[config.mk]
export PLATFORM = sky130hd
export DESIGN_NAME = leb_blanking
export DESIGN_NICKNAME = d
export VERILOG_FILES = /design/src/rtl/leb_sync2.v /design/src/rtl/leb_blanking.v
export VERILOG_INCLUDE_DIRS = /design/src /design/src/rtl
export SDC_FILE = /design/constraint.sdc
export NUM_CORES = 1
export LEC_CHECK = 0
export BUFFER_PORTS_ARGS = -buffer_cell sky130_fd_sc_hd__buf_2
export CORE_ASPECT_RATIO = 1.4
export CORE_MARGIN = 8
export CORE_UTILIZATION = 45
export CTS_CLUSTER_DIAMETER = 50
export DETAILED_ROUTE_END_ITERATION = 12
export PLACE_DENSITY = 0.68
export SYNTH_ARGS = -nofsm -noshare
export SYNTH_HDL_FRONTEND = slang
export SYNTH_SLANG_ARGS = --single-unit
[constraint.sdc]
create_clock -name aclk -period 2.7 [get_ports aclk]
set_clock_uncertainty 0.15 [all_clocks]
set_input_delay 0 -clock aclk [delete_from_list [all_inputs] [get_ports aclk]]
set_output_delay 0 -clock aclk [all_outputs]
set_load 0.01 [all_outputs]
[src/rtl/leb_defines.vh]
// Register offsets, field positions and reset values for the blanking block
// Assumes inclusion by bare name from rtl/
`ifndef LEB_DEFINES_VH
`define LEB_DEFINES_VH
`define LEB_CTRL_OFFS 4'h0
`define LEB_AUX_OFFS 4'h4
`define LEB_DUR_OFFS 4'h8
`define LEB_STAT_OFFS 4'hc
`define LEB_CTRL_RESET 16'h0000
`define LEB_CTRL_MASK 16'hfc3f
`define LEB_AUX_RESET 4'h0
`define LEB_DUR_RESET 16'h0000
`define LEB_HRISE_BIT 15
`define LEB_HFALL_BIT 14
`define LEB_LRISE_BIT 13
`define LEB_LFALL_BIT 12
`define LEB_FLT_BIT 11
`define LEB_CL_BIT 10
`define LEB_EXTH_BIT 5
`define LEB_EXTL_BIT 4
`define LEB_HSH_BIT 3
`define LEB_HSL_BIT 2
`define LEB_LSH_BIT 1
`define LEB_LSL_BIT 0
`define LEB_RESP_OKAY 2'b00
`define LEB_RESP_SLVERR 2'b10
`endif

[src/rtl/leb_sync2.v]
// Two-flop synchroniser for a bus of asynchronous levels
// Assumes a single destination clock
`timescale 1ns/10ps
module leb_sync2 #(
    parameter W = 1
) (
    input wire aclk,
    input wire aresetn,
    input wire [W-1:0] d,
    output wire [W-1:0] q
);
    reg [W-1:0] s1_r;
    reg [W-1:0] s2_r;
    always @(posedge aclk) begin
        if (!aresetn) begin
            s1_r <= {W{1'b0}};
            s2_r <= {W{1'b0}};
        end else begin
            s1_r <= d;
            s2_r <= s1_r;
        end
    end
    assign q = s2_r;
endmodule // leb_sync2

[src/rtl/leb_blanking.v]
// Leading-edge and state blanking for one PWM pair, with AXI4-Lite registers
// Assumes PWM outputs, fault and current-limit inputs and blanking sources are asynchronous pins
// Contract
// - Bits 15..12 enable four edge triggers
// - Disabled edge never starts blanking
// - Bit 11 blanks the fault input
// - Bit 10 blanks the current-limit input
// - Bit 5 masks while source high
// - Bit 4 masks while source low
// - Bits 3,2 mask on high-side level
// - Bits 1,0 mask on low-side level
// - Four-bit select picks external blanking source
//
// Implementation choices: the placing of the registers and register access over AXI4-Lite.
`timescale 1ns/10ps
`include "leb_defines.vh"
module leb_blanking #(
    parameter NSRC = 16
) (
    input wire aclk,
    input wire aresetn,
    input wire [3:0] s_axi_awaddr,
    input wire s_axi_awvalid,
    output wire s_axi_awready,
    input wire [31:0] s_axi_wdata,
    input wire [3:0] s_axi_wstrb,
    input wire s_axi_wvalid,
    output wire s_axi_wready,
    output reg [1:0] s_axi_bresp,
    output reg s_axi_bvalid,
    input wire s_axi_bready,
    input wire [3:0] s_axi_araddr,
    input wire s_axi_arvalid,
    output wire s_axi_arready,
    output reg [31:0] s_axi_rdata,
    output reg [1:0] s_axi_rresp,
    output reg s_axi_rvalid,
    input wire s_axi_rready,
    input wire pwm_high_side_out,
    input wire pwm_low_side_out,
    input wire [NSRC-1:0] blank_sources,
    input wire fault_in,
    input wire curlim_in,
    output reg fault_out,
    output reg curlim_out,
    output reg blank_active
);
    reg [15:0] ctrl_r;
    reg [3:0] blank_source_select;
    reg [15:0] dur_r;
    reg [15:0] cnt_r;
    reg [3:0] aw_addr_r;
    reg aw_full_r;
    reg [31:0] w_data_r;
    reg [3:0] w_strb_r;
    reg w_full_r;
    reg hs_d_r;
    reg ls_d_r;
    wire [NSRC+3:0] sync_q;
    wire hs;
    wire ls;
    wire flt_s;
    wire cl_s;
    wire [NSRC-1:0] src_s;
    wire ext_sig;
    wire trig;
    wire edge_blank;
    wire state_blank;
    wire do_wr;

    // Every asynchronous input passes two flops before use
    leb_sync2 #(.W(NSRC + 4)) u_sync (
        .aclk(aclk),
        .aresetn(aresetn),
        .d({blank_sources, curlim_in, fault_in, pwm_low_side_out, pwm_high_side_out}),
        .q(sync_q)
    );
    assign hs = sync_q[0];
    assign ls = sync_q[1];
    assign flt_s = sync_q[2];
    assign cl_s = sync_q[3];
    assign src_s = sync_q[NSRC+3:4];
    assign ext_sig = src_s[blank_source_select];

    // Byte-lane merge, used for the control and duration registers
    function [15:0] merge16;
        input [15:0] old;
        input [31:0] data;
        input [3:0] strb;
        begin
            merge16 = {strb[1] ? data[15:8] : old[15:8], strb[0] ? data[7:0] : old[7:0]};
        end
    endfunction

    // Address and data are latched separately so either may come first
    assign s_axi_awready = !aw_full_r;
    assign s_axi_wready = !w_full_r;
    assign s_axi_arready = !s_axi_rvalid;
    assign do_wr = aw_full_r && w_full_r && !s_axi_bvalid;

    always @(posedge aclk) begin
        if (!aresetn) begin
            aw_addr_r <= 4'h0;
            aw_full_r <= 1'b0;
            w_data_r <= 32'h00000000;
            w_strb_r <= 4'h0;
            w_full_r <= 1'b0;
            s_axi_bvalid <= 1'b0;
            s_axi_bresp <= `LEB_RESP_OKAY;
            ctrl_r <= `LEB_CTRL_RESET;
            blank_source_select <= `LEB_AUX_RESET;
            dur_r <= `LEB_DUR_RESET;
        end else begin
            if (s_axi_awvalid && s_axi_awready) begin
                aw_addr_r <= s_axi_awaddr;
                aw_full_r <= 1'b1;
            end
            if (s_axi_wvalid && s_axi_wready) begin
                w_data_r <= s_axi_wdata;
                w_strb_r <= s_axi_wstrb;
                w_full_r <= 1'b1;
            end
            if (do_wr) begin
                aw_full_r <= 1'b0;
                w_full_r <= 1'b0;
                s_axi_bvalid <= 1'b1;
                s_axi_bresp <= `LEB_RESP_OKAY;
                case ({aw_addr_r[3:2], 2'b00})
                    `LEB_CTRL_OFFS: begin
                        // Unimplemented bits 9..6 stay zero
                        ctrl_r <= merge16(ctrl_r, w_data_r, w_strb_r) & `LEB_CTRL_MASK;
                    end
                    `LEB_AUX_OFFS: begin
                        if (w_strb_r[0]) begin
                            blank_source_select <= w_data_r[3:0];
                        end
                    end
                    `LEB_DUR_OFFS: begin
                        dur_r <= merge16(dur_r, w_data_r, w_strb_r);
                    end
                    `LEB_STAT_OFFS: begin
                        s_axi_bresp <= `LEB_RESP_OKAY;
                    end
                    default: begin
                        s_axi_bresp <= `LEB_RESP_SLVERR;
                    end
                endcase
            end else if (s_axi_bvalid && s_axi_bready) begin
                s_axi_bvalid <= 1'b0;
            end
        end
    end

    always @(posedge aclk) begin
        if (!aresetn) begin
            s_axi_rvalid <= 1'b0;
            s_axi_rdata <= 32'h00000000;
            s_axi_rresp <= `LEB_RESP_OKAY;
        end else if (s_axi_arvalid && s_axi_arready) begin
            s_axi_rvalid <= 1'b1;
            s_axi_rresp <= `LEB_RESP_OKAY;
            case ({s_axi_araddr[3:2], 2'b00})
                `LEB_CTRL_OFFS: s_axi_rdata <= {16'h0000, ctrl_r};
                `LEB_AUX_OFFS: s_axi_rdata <= {28'h0000000, blank_source_select};
                `LEB_DUR_OFFS: s_axi_rdata <= {16'h0000, dur_r};
                `LEB_STAT_OFFS: s_axi_rdata <= {12'h000, cnt_r, 1'b0, blank_active, ls, hs};
                default: begin
                    s_axi_rdata <= 32'h00000000;
                    s_axi_rresp <= `LEB_RESP_SLVERR;
                end
            endcase
        end else if (s_axi_rvalid && s_axi_rready) begin
            s_axi_rvalid <= 1'b0;
        end
    end

    // Edge triggers, each gated by its own enable
    assign trig = (ctrl_r[`LEB_HRISE_BIT] && hs && !hs_d_r) ||
                  (ctrl_r[`LEB_HFALL_BIT] && !hs && hs_d_r) ||
                  (ctrl_r[`LEB_LRISE_BIT] && ls && !ls_d_r) ||
                  (ctrl_r[`LEB_LFALL_BIT] && !ls && ls_d_r);

    // Counter loads the duration and counts down to zero; a new edge reloads it
    always @(posedge aclk) begin
        if (!aresetn) begin
            hs_d_r <= 1'b0;
            ls_d_r <= 1'b0;
            cnt_r <= 16'h0000;
        end else begin
            hs_d_r <= hs;
            ls_d_r <= ls;
            if (trig) begin
                cnt_r <= dur_r;
            end else if (cnt_r != 16'h0000) begin
                cnt_r <= cnt_r - 16'h0001;
            end
        end
    end
    assign edge_blank = (cnt_r != 16'h0000);

    assign state_blank = (ctrl_r[`LEB_EXTH_BIT] && ext_sig) ||
                         (ctrl_r[`LEB_EXTL_BIT] && !ext_sig) ||
                         (ctrl_r[`LEB_HSH_BIT] && hs) ||
                         (ctrl_r[`LEB_HSL_BIT] && !hs) ||
                         (ctrl_r[`LEB_LSH_BIT] && ls) ||
                         (ctrl_r[`LEB_LSL_BIT] && !ls);

    // Outputs registered; one cycle added after the synchroniser
    always @(posedge aclk) begin
        if (!aresetn) begin
            fault_out <= 1'b0;
            curlim_out <= 1'b0;
            blank_active <= 1'b0;
        end else begin
            blank_active <= edge_blank || state_blank;
            fault_out <= flt_s && !(state_blank || (ctrl_r[`LEB_FLT_BIT] && edge_blank));
            curlim_out <= cl_s && !(state_blank || (ctrl_r[`LEB_CL_BIT] && edge_blank));
        end
    end
endmodule // leb_blanking

## Word-level counts from Yosys, hierarchy flattened

Index checks and enable logic that the tools add are counted.

| word-level totals | value |
|---|---|
| flip-flop bits (word level) | 151 |
| output and inout bits | 44 |
| word-level logic and storage cells | 97 |

| operators by class | value |
|---|---|
| add/sub/neg operators | 1 |
| magnitude comparators | 1 |
| eq/ne operators | 5 |
| muxes and demuxes | 9 |
| bitwise logic cells | 1 |
| reduce and logical (&&, ||, !) cells | 59 |

Operators with widths:

| operator | number |
|---|---|
| $pmux W32 S4 | 1 |
| $mux W16 | 2 |
| $logic_and A1 B1 Y1 | 25 |
| $reduce_bool A16 Y1 | 1 |
| $sub A16 B1 Y16 const B | 1 |
| $reduce_and A3 Y1 | 5 |
| $logic_not A1 Y1 | 11 |
| $logic_or A1 B1 Y1 | 11 |
| $eq A2 B2 Y1 const B | 3 |
| $reduce_bool A2 Y1 | 3 |
| $lt A4 B5 Y1 const B | 1 |
| $mux W1 | 5 |
| $bmux W1 S4 | 1 |
| $eq A2 B1 Y1 const B | 2 |
| $logic_not A2 Y1 | 2 |
| $reduce_or A2 Y1 | 1 |
| $not A1 Y1 | 1 |

## Longest topological paths before layout

Gate-level depths: netlist (run 1).

| logic depth | value |
|---|---|
| word-level depth | 12 |
| mapped depth | 8 |

## By module

Synthesis (run 1) repeated with hierarchy kept, for this count alone.

| second synthesis, totals | value |
|---|---|
| cells, all modules | 575 |
| area total of the unflattened synthesis | 5494.0 um2 |

By module, submodules not included:

| module | times used | cells an instance | area each (um2) | seq. area each (um2) |
|---|---|---|---|---|
| leb_blanking | 1 | 491 | 4386.7 | 1941.9 |
| leb_sync2 | 1 | 84 | 1107.3 | 800.8 |

## Worst setup path before layout (run 1)

OpenSTA, ideal clock, no wires.

| path | value |
|---|---|
| kind | register -> register |
| start point | reg blank_source_select[1] |
| end point | reg fault_out |
| setup time | 116 ps |
| data arrival time | 1878 ps |
| required time | 2434 ps |
| setup slack | 556 ps |
| stages on the path, launching flop included | 7 |
| period minus slack after synthesis | 2144 ps |
| cells stage by stage | dfxtp_1 buf_2 mux4_2 mux4_2 mux2i_1 and3_1 and4_1 |

| between the ends | value |
|---|---|
| cells in the longest elaborated chain, start to end | 12 |
| elaborated cells between the ends (all ways) | 13 |
| classes of those cells | mux (2); reduce/logical (11) |

RTL lines:

| item | line | text |
|---|---|---|
| from (decl) | leb_blanking.v:49 | `reg [3:0] blank_source_select;` |
| from (signal assigned) | leb_blanking.v:111 | `` blank_source_select <= `LEB_AUX_RESET; `` |
| from (signal assigned) | leb_blanking.v:135 | `blank_source_select <= w_data_r[3:0];` |
| $bmux W1 S4 * | leb_blanking.v:83 | `assign ext_sig = src_s[blank_source_select];` |
| $mux W1 (implied by the code) * | leb_blanking.v:83 |  |
| $logic_not A1 Y1 | leb_blanking.v:202 | `` (ctrl_r[`LEB_EXTL_BIT] && !ext_sig) \|\| `` |
| $logic_and A1 B1 Y1 | leb_blanking.v:202 |  |
| $logic_or A1 B1 Y1 * (5 in series) | leb_blanking.v:201 | `` assign state_blank = (ctrl_r[`LEB_EXTH_BIT] && ext_sig) \|\| `` |
| $logic_or A1 B1 Y1 * | leb_blanking.v:216 | `` fault_out <= flt_s && !(state_blank \|\| (ctrl_r[`LEB_FLT_BIT] && edge_blank)); `` |
| $logic_not A1 Y1 * | leb_blanking.v:216 |  |
| $logic_and A1 B1 Y1 * | leb_blanking.v:216 |  |
| to (signal assigned) | leb_blanking.v:216 |  |
| to (decl) | leb_blanking.v:44 | `output reg fault_out,` |

Every way passes the cells marked *; elsewhere a longest branch is shown, timed or not. The select of a mux whose other input is x is not followed.
A chain may end at the register's enable or synchronous reset.

## Final worst setup path (run 1)

| path | value |
|---|---|
| start point | reg cnt_r[0] |
| end point | reg cnt_r[10] |

| between the ends | value |
|---|---|
| cells in the longest elaborated chain, start to end | 3 |
| elaborated cells between the ends (all ways) | 5 |
| classes of those cells | add/sub (1); mux (2); reduce/logical (2) |

RTL lines:

| item | line | text |
|---|---|---|
| from (decl) | leb_blanking.v:51 | `reg [15:0] cnt_r;` |
| from (signal assigned) | leb_blanking.v:193 | `cnt_r <= dur_r;` |
| from (signal assigned) | leb_blanking.v:195 | `cnt_r <= cnt_r - 16'h0001;` |
| $sub A16 B1 Y16 | leb_blanking.v:195 |  |
| $mux W16 | leb_blanking.v:194 | `end else if (cnt_r != 16'h0000) begin` |
| $mux W16 | leb_blanking.v:192 | `if (trig) begin` |

Parallel ways exist; a longest one is shown, timed or not. The select of a mux whose other input is x is not followed.

==> run_summary.xml, run 1 <==
<?xml version="1.0" encoding="UTF-8"?>
<metrics>
  <group name="sta">
    <metric name="tightestPinTransition" unit="ps">804</metric>
    <metric name="layout_worst_path_cycle_share" unit="%">86.0</metric>
    <metric name="finalWorstSetupSlack" unit="ps">378</metric>
    <metric name="setup_total_negative_slack" unit="ps">0</metric>
    <metric name="fin_crit" unit="ps">2320</metric>
    <metric name="final-hold-violation-count" unit="">0</metric>
    <metric name="rsz0062_at_grt" unit="">false</metric>
    <metric name="relSlewSlack" unit="%">46.4</metric>
    <metric name="setup_violations" unit="">0</metric>
    <metric name="timing.fmax" unit="MHz">431</metric>
    <metric name="final_max_slew_viol_count" unit="">0</metric>
  </group>
  <group name="yosys">
    <metric name="portion_of_the_post_synthesis_area_used_by_sequential_elements" unit="%">50.8</metric>
    <metric name="synth_edf_count" unit="">0</metric>
    <metric name="ys_ff_latch" unit="">137</metric>
    <metric name="synthTopCellsByCount" unit="">137 x sky130_fd_sc_hd__dfxtp_1, 67 x sky130_fd_sc_hd__nor2_1, 58 x sky130_fd_sc_hd__nand2_1</metric>
    <metric name="netlist_instances" unit="">562</metric>
    <metric name="yosys.area.top_type_share" unit="%">50.8</metric>
    <metric name="async_reset_ff_share" unit="%">0</metric>
    <metric name="yosys.area.top_type" unit="">sky130_fd_sc_hd__dfxtp_1</metric>
    <metric name="synthesis.yosys.warnings" unit="">0</metric>
    <metric name="synth.distinct_cells" unit="">47</metric>
    <metric name="avgSynthCellArea" unit="um2">9.60</metric>
    <metric name="post-synth-top-count-cell" unit="">sky130_fd_sc_hd__dfxtp_1</metric>
    <metric name="ys_top_cells_by_area" unit="">sky130_fd_sc_hd__dfxtp_1 51%, sky130_fd_sc_hd__mux2i_1 8.5%, sky130_fd_sc_hd__and2_1 5.4%, sky130_fd_sc_hd__nor2_1 4.7%, sky130_fd_sc_hd__nand2_1 4.0%</metric>
    <metric name="netlist_area" unit="um2">5400</metric>
    <metric name="dominantRegCellSynth" unit="">sky130_fd_sc_hd__dfxtp_1</metric>
  </group>
  <group name="floorplan">
    <metric name="die_h" unit="um">146</metric>
    <metric name="core.rowCount" unit="">47</metric>
    <metric name="boundaryPins" unit="">115</metric>
    <metric name="die_area" unit="um2">15800</metric>
    <metric name="initial_utilization" unit="%">45.9</metric>
    <metric name="chipWidth" unit="um">109</metric>
    <metric name="coreArea" unit="um2">11800</metric>
  </group>
  <group name="pwr">
    <metric name="static-leakage-power" unit="nW">3.02</metric>
    <metric name="cellPowerDensity" unit="nW/um2">835</metric>
    <metric name="power.share.clock" unit="%">37.6</metric>
    <metric name="switching_power" unit="mW">1.64</metric>
    <metric name="swShare" unit="%">28.2</metric>
    <metric name="ir_drop_worst_vdd" unit="uV">568</metric>
    <metric name="share_comb_of_total_power" unit="%">21.6</metric>
    <metric name="total_power" unit="mW">5.82</metric>
    <metric name="cellInternalPower" unit="mW">4.18</metric>
    <metric name="seq_power_share" unit="%">40.8</metric>
  </group>
  <group name="clock_tree">
    <metric name="cts.reportedPaths.clkPinSlew" unit="ps">60</metric>
    <metric name="cts_inserted_buffers" unit="">17</metric>
    <metric name="clockRootBuffer" unit="">sky130_fd_sc_hd__clkbuf_16</metric>
    <metric name="cts-htree-levels" unit="">4</metric>
    <metric name="clk_latency" unit="ps">410</metric>
    <metric name="clock_tree.buffer_depth" unit="">2</metric>
    <metric name="post_cts_setup_driven_buffer_insertion_count" unit="">0</metric>
    <metric name="tritoncts" unit="">yes</metric>
    <metric name="cts_sinks" unit="">137</metric>
  </group>
  <group name="grt">
    <metric name="grt_overflow" unit="">0</metric>
    <metric name="grt_usage" unit="%">17.1</metric>
    <metric name="number_of_global_route_vias_before_repair" unit="">4361</metric>
    <metric name="global_route_wire_length_before_repair" unit="mm">21.6</metric>
    <metric name="antenna_violations_before_repair" unit="">0</metric>
    <metric name="grt_max_degree" unit="">81</metric>
  </group>
  <group name="setup_path">
    <metric name="critical_path_buf_inv_count" unit="">1</metric>
    <metric name="crit_path_top_delay_cell" unit="">sky130_fd_sc_hd__or3b_2</metric>
    <metric name="critical_path.max_stage_delay" unit="ps">520</metric>
    <metric name="reg2reg_setup_slack" unit="ps">380</metric>
    <metric name="critical_path.cell_chain" unit="">inv_1 -&gt; ha_1 -&gt; or3b_2 -&gt; nand2b_1 -&gt; a211oi_1 -&gt; xnor2_1 -&gt; a21oi_1</metric>
    <metric name="crit_family" unit="">simple AND/OR/NAND/NOR gates</metric>
    <metric name="cp_data_required_time" unit="ps">2840</metric>
    <metric name="path_max_fanout" unit="">5</metric>
    <metric name="timing.setup.critical_path_class" unit="">flop to flop</metric>
    <metric name="critPathCaptureType" unit="">flop</metric>
    <metric name="timing.critical_path.from_type" unit="">flop</metric>
    <metric name="worstSetupStartpoint" unit="">cnt_r[0]</metric>
    <metric name="rr_startpoint" unit="">cnt_r[0]</metric>
    <metric name="critPathArrivalTime" unit="ps">2460</metric>
  </group>
  <group name="layout">
    <metric name="layout.nets" unit="">763</metric>
    <metric name="diodes" unit="">0</metric>
    <metric name="post_route_cells_drive_above_1_share" unit="%">19.5</metric>
    <metric name="layout.area.seq" unit="um2">2740</metric>
    <metric name="multi_input_area" unit="um2">2450</metric>
    <metric name="fillers" unit="">995</metric>
    <metric name="synthesis_to_layout_area_growth" unit="%">29.2</metric>
    <metric name="stdcell_area" unit="um2">6970</metric>
    <metric name="utilization" unit="%">59.3</metric>
  </group>
  <group name="placement">
    <metric name="dpl.hpwl" unit="mm">8.86</metric>
    <metric name="pre_cts_ws" unit="ps">393</metric>
    <metric name="detailed_place.area" unit="um2">5840</metric>
    <metric name="gp_congestion" unit="">0.840</metric>
    <metric name="io_buffers" unit="">76</metric>
  </group>
  <group name="route">
    <metric name="drtPass1Iterations" unit="">5</metric>
    <metric name="wire_per_inst" unit="um">15.4</metric>
    <metric name="antenna_left" unit="">0</metric>
    <metric name="detail_route.vias_per_cell" unit="">5.08</metric>
    <metric name="first_iter_violations" unit="">218</metric>
    <metric name="drt-total-wl" unit="mm">13.0</metric>
    <metric name="dr_total_vias" unit="">4309</metric>
    <metric name="drt_drc_violations_left" unit="">0</metric>
  </group>
  <group name="status">
    <metric name="status" unit="">completed</metric>
  </group>
  <group name="min_path">
    <metric name="hold_path_class" unit="">input port to flop</metric>
    <metric name="min_from" unit="">aresetn</metric>
  </group>
  <group name="run">
    <metric name="drv_cap" unit="">0</metric>
  </group>
</metrics>
final cells by class:
class | instances | area share [%]
clock inverters | 12 | 1.83
inverters | 7 | 0.377
multi-input cells | 387 | 35.2
flip-flops and latches | 137 | 39.3
well taps | 147 | 2.64
repair buffers | 140 | 14.4
clock buffers | 18 | 6.30
through the flow:
| step | hold WS, ps | cells |
|---|---|---|
| final | 35.2 | 848 |
| after CTS | 26.0 | 848 |
| after global routing | 76.6 | 848 |
| after global placement | 38.3 | 762 |
| after floorplan | -51.0 | 577 |
| after detailed placement | 46.5 | 762 |
final timing paths:
| path | to | cells after the start |
|---|---|---|
| setup reg to reg | cnt_r[10] | 7 |
| hold / removal | aw_full_r | 4 |
| setup / recovery | cnt_r[10] | 7 |
| hold reg to reg | u_sync.q[16] | 1 |
cells in the final DEF, fill, tap and decap left out, drive strengths merged, types with 3 or more instances in the layout:
| master | n |
|---|---|
| a211oi | 12 |
| a21oi | 32 |
| a22oi | 8 |
| a31oi | 4 |
| and2 | 47 |
| and3 | 3 |
| buf | 84 |
| clkbuf | 18 |
| clkinv | 5 |
| clkinvlp | 4 |
| conb | 16 |
| dfxtp | 137 |
| dlygate4sd3 | 56 |
| inv | 8 |
| mux2 | 4 |
| mux2i | 46 |
| mux4 | 8 |
| nand2 | 58 |
| nand2b | 3 |
| nand3 | 7 |
| nand3b | 4 |
| nor2 | 67 |
| nor2b | 3 |
| nor3 | 11 |
| nor4 | 5 |
| o21ai | 18 |
| or3 | 3 |
| xnor2 | 9 |
tightest hold or removal path, cell delays in order:
cell                      delay (ps)
sky130_fd_sc_hd__buf_2           110
sky130_fd_sc_hd__buf_4           260
sky130_fd_sc_hd__o21ai_0         130
sky130_fd_sc_hd__nor2_1           40
registers in the layout, summed over array words and instances (netlist names), 2 cells and up:
signal / count
w_strb_r: 2
w_data_r: 16
dur_r: 16
aw_addr_r: 2
blank_source_select: 4
ctrl_r: 12
cnt_r: 16
u_sync.s1_r: 20
u_sync.q: 20
s_axi_rdata: 20
cells by family after synthesis:
group / synth area share [%]
XOR/XNOR: 1.62
flip-flops: 50.8
multiplexers: 12.7
other: 0.0695
buffers and inverters: 4.82
AND/OR/NAND/NOR: 20.4
AO/OA/AOI/OAI: 9.16
adder cells (fa/ha/maj): 0.464
power groups by stage:
stage / Combinational (mW) / Clock, mW / Sequential [mW]
after global routing: 1.37 / 2.33 / 2.40
after detailed placement: 1.16 / 0 / 2.42
final: 1.26 / 2.19 / 2.38
after global placement: 1.13 / 0 / 2.40
after floorplan: 0.886 / 0 / 2.38
after CTS: 1.24 / 2.23 / 2.37
per-layer routing:
layer | GRT usage, % | wire length [um] | vias up
li1 | - | - | 2153
met1 | 18.1 | 5330 | 2005
met2 | 29.8 | 6690 | 125
met3 | 5.45 | 707 | 26
met4 | 7.56 | 307 | 0
met5 | 0 | 0 | -
timing repair:
action / 4_1_cts / 5_1_grt
hold buffers: 56 / 0
hold endpoints to repair: 46 / 0
resized for setup: 0 / 0
(Power assumes the default switching activity.)
==> inputs of run 2 (changes only) <==
- clock period: 2.7 -> 2.4 ns (I/O delays scaled with it)
==> run 2 against run 1 <==
Net effect: global-route usage up 0.44 points; clock power increased by 24%; cell count grew 1.1%; sequential power is 12% higher; combinational power increased by 13%; final area rose by 2.0%; utilization rose by 1.2 points; maximum frequency increased by 2.5%; count of clock-buffer cells in the layout grew 2; largest power group is now the clock network.
==> run_summary.xml, run 2 (synthesis results as in run 1) <==
<?xml version="1.0" encoding="UTF-8"?>
<metrics>
  <group name="clock_tree">
    <metric name="cts-htree-levels" unit="">4</metric>
    <metric name="post_cts_setup_driven_buffer_insertion_count" unit="">0</metric>
    <metric name="clock_tree.buffer_depth" unit="">2</metric>
    <metric name="tritoncts" unit="">yes</metric>
    <metric name="cts_sinks" unit="">137</metric>
    <metric name="cts.reportedPaths.clkPinSlew" unit="ps">60</metric>
    <metric name="cts_inserted_buffers" unit="">17</metric>
    <metric name="clk_latency" unit="ps">410</metric>
    <metric name="clockRootBuffer" unit="">sky130_fd_sc_hd__clkbuf_16</metric>
  </group>
  <group name="route">
    <metric name="drtPass1Iterations" unit="">4</metric>
    <metric name="drt_drc_violations_left" unit="">0</metric>
    <metric name="drt-total-wl" unit="mm">13.4</metric>
    <metric name="wire_per_inst" unit="um">15.6</metric>
    <metric name="detail_route.vias_per_cell" unit="">5.09</metric>
    <metric name="dr_total_vias" unit="">4362</metric>
    <metric name="antenna_left" unit="">0</metric>
    <metric name="first_iter_violations" unit="">223</metric>
  </group>
  <group name="grt">
    <metric name="grt_max_degree" unit="">59</metric>
    <metric name="global_route_wire_length_before_repair" unit="mm">22.1</metric>
    <metric name="grt_overflow" unit="">0</metric>
    <metric name="number_of_global_route_vias_before_repair" unit="">4448</metric>
    <metric name="grt_usage" unit="%">17.6</metric>
    <metric name="antenna_violations_before_repair" unit="">0</metric>
  </group>
  <group name="setup_path">
    <metric name="critPathCaptureType" unit="">flop</metric>
    <metric name="crit_path_top_delay_cell" unit="">sky130_fd_sc_hd__or3b_2</metric>
    <metric name="critical_path.max_stage_delay" unit="ps">520</metric>
    <metric name="regToRegEndpoint" unit="">cnt_r[8]</metric>
    <metric name="reg2regPathDepth" unit="">7</metric>
    <metric name="timing.setup.critical_path_class" unit="">flop to flop</metric>
    <metric name="critical_path.cell_chain" unit="">inv_1 -&gt; ha_1 -&gt; or3b_2 -&gt; nand2b_1 -&gt; a211oi_1 -&gt; xnor2_1 -&gt; a21oi_1</metric>
    <metric name="path_max_fanout" unit="">5</metric>
    <metric name="reg2reg_setup_slack" unit="ps">140</metric>
    <metric name="rr_startpoint" unit="">cnt_r[0]</metric>
    <metric name="crit_family" unit="">simple AND/OR/NAND/NOR gates</metric>
    <metric name="critPathArrivalTime" unit="ps">2400</metric>
    <metric name="timing.critical_path.from_type" unit="">flop</metric>
    <metric name="cp_data_required_time" unit="ps">2540</metric>
    <metric name="critical_path_buf_inv_count" unit="">1</metric>
  </group>
  <group name="floorplan">
    <metric name="core.rowCount" unit="">47</metric>
    <metric name="initial_utilization" unit="%">45.9</metric>
    <metric name="die_h" unit="um">146</metric>
    <metric name="boundaryPins" unit="">115</metric>
    <metric name="coreArea" unit="um2">11800</metric>
    <metric name="chipWidth" unit="um">109</metric>
    <metric name="die_area" unit="um2">15800</metric>
  </group>
  <group name="min_path">
    <metric name="endpoint_of_the_worst_hold_path" unit="">s_axi_rdata[14]</metric>
    <metric name="worstHoldPathCells" unit="">4</metric>
    <metric name="hold_path_class" unit="">input port to flop</metric>
    <metric name="min_from" unit="">s_axi_araddr[2]</metric>
  </group>
  <group name="placement">
    <metric name="placed_cells_incl_taps" unit="">764</metric>
    <metric name="dpl.hpwl" unit="mm">9.11</metric>
    <metric name="io_buffers" unit="">76</metric>
    <metric name="gp_congestion" unit="">0.865</metric>
  </group>
  <group name="layout">
    <metric name="multi_input_area" unit="um2">2450</metric>
    <metric name="synthesis_to_layout_area_growth" unit="%">31.8</metric>
    <metric name="fillers" unit="">962</metric>
    <metric name="final_cell_mix" unit="">136 x sky130_fd_sc_hd__dfxtp_1, 76 x sky130_fd_sc_hd__buf_2, 67 x sky130_fd_sc_hd__nor2_1</metric>
    <metric name="layout.area.seq" unit="um2">2740</metric>
    <metric name="final_common_cell" unit="">sky130_fd_sc_hd__dfxtp_1</metric>
    <metric name="post_route_cells_drive_above_1_share" unit="%">19.9</metric>
    <metric name="layout.nets" unit="">770</metric>
    <metric name="stdcell_count" unit="">857</metric>
    <metric name="diodes" unit="">0</metric>
  </group>
  <group name="sta">
    <metric name="fin_crit" unit="ps">2260</metric>
    <metric name="rsz0062_at_grt" unit="">false</metric>
    <metric name="setup_violations" unit="">0</metric>
    <metric name="setup_total_negative_slack" unit="ps">0</metric>
    <metric name="final-hold-violation-count" unit="">0</metric>
    <metric name="relSlewSlack" unit="%">53.1</metric>
    <metric name="tightestPinTransition" unit="ps">702</metric>
    <metric name="layout_worst_path_cycle_share" unit="%">94.4</metric>
    <metric name="final_max_slew_viol_count" unit="">0</metric>
    <metric name="timing.fmax" unit="MHz">442</metric>
  </group>
  <group name="run">
    <metric name="drv_cap" unit="">0</metric>
  </group>
  <group name="pwr">
    <metric name="ir_drop_worst_vdd" unit="uV">616</metric>
    <metric name="cellPowerDensity" unit="nW/um2">960</metric>
    <metric name="static-leakage-power" unit="nW">3.11</metric>
    <metric name="total_power" unit="mW">6.83</metric>
  </group>
  <group name="status">
    <metric name="status" unit="">completed</metric>
  </group>
</metrics>
[run 2: what timing repair did]
action,CTS,global route
endpoints found under the setup margin,0,3
hold endpoints to repair,64,0
gates resized for setup,0,1
hold buffers,61,0
[run 2: stage by stage]
stage	util, %	hold slack (ps)	cell area [um2]	setup WS (ps)
2_1_floorplan	-	-51.0	5450	256
3_3_place_gp	49.9	39.1	5870	162
3_5_place_dp	49.9	51.2	5870	87.9
4_1_cts	60.5	47.5	7110	70.9
5_1_grt	60.5	83.7	7110	45.5
6_report	60.5	62.5	7110	135
[run 2: worst max-delay path by stage]
stage,from,to,cells after the start
floorplan,blank_source_select[1],fault_out,6
global placement,blank_source_select[1],fault_out,5
detailed placement,blank_source_select[1],fault_out,5
CTS,blank_source_select[1],fault_out,5
global route,blank_source_select[1],fault_out,5
finish,cnt_r[0],cnt_r[8],7
[run 2: power breakdown]
| group | switching (mW) | internal, mW |
|---|---|---|
| logic | 0.717 | 0.717 |
| registers | 0.201 | 2.47 |
| clock network | 0.933 | 1.79 |
| total | 1.85 | 4.98 |
[run 2: layout make-up]
| class | instances | area share [%] |
|---|---|---|
| well taps | 147 | 2.59 |
| clock buffers | 20 | 6.42 |
| repair buffers | 147 | 15.2 |
| multi-input cells | 387 | 34.5 |
| inverters | 7 | 0.369 |
| flip-flops and latches | 137 | 38.6 |
| clock inverters | 12 | 2.43 |
[run 2: per-layer routing]
layer / global-route usage [%] / wire length, um / vias up
met2: 30.9 / 7060 / 114
met5: 0 / 0 / -
met3: 4.83 / 737 / 21
li1: - / - / 2171
met1: 18.8 / 5280 / 2056
met4: 7.70 / 281 / 0
[run 2: tightest hold or removal path, cell delays in order]
cell	delay, ps
sky130_fd_sc_hd__buf_2	250
sky130_fd_sc_hd__nor2_1	150
sky130_fd_sc_hd__a211oi_1	60
sky130_fd_sc_hd__nor3_1	110
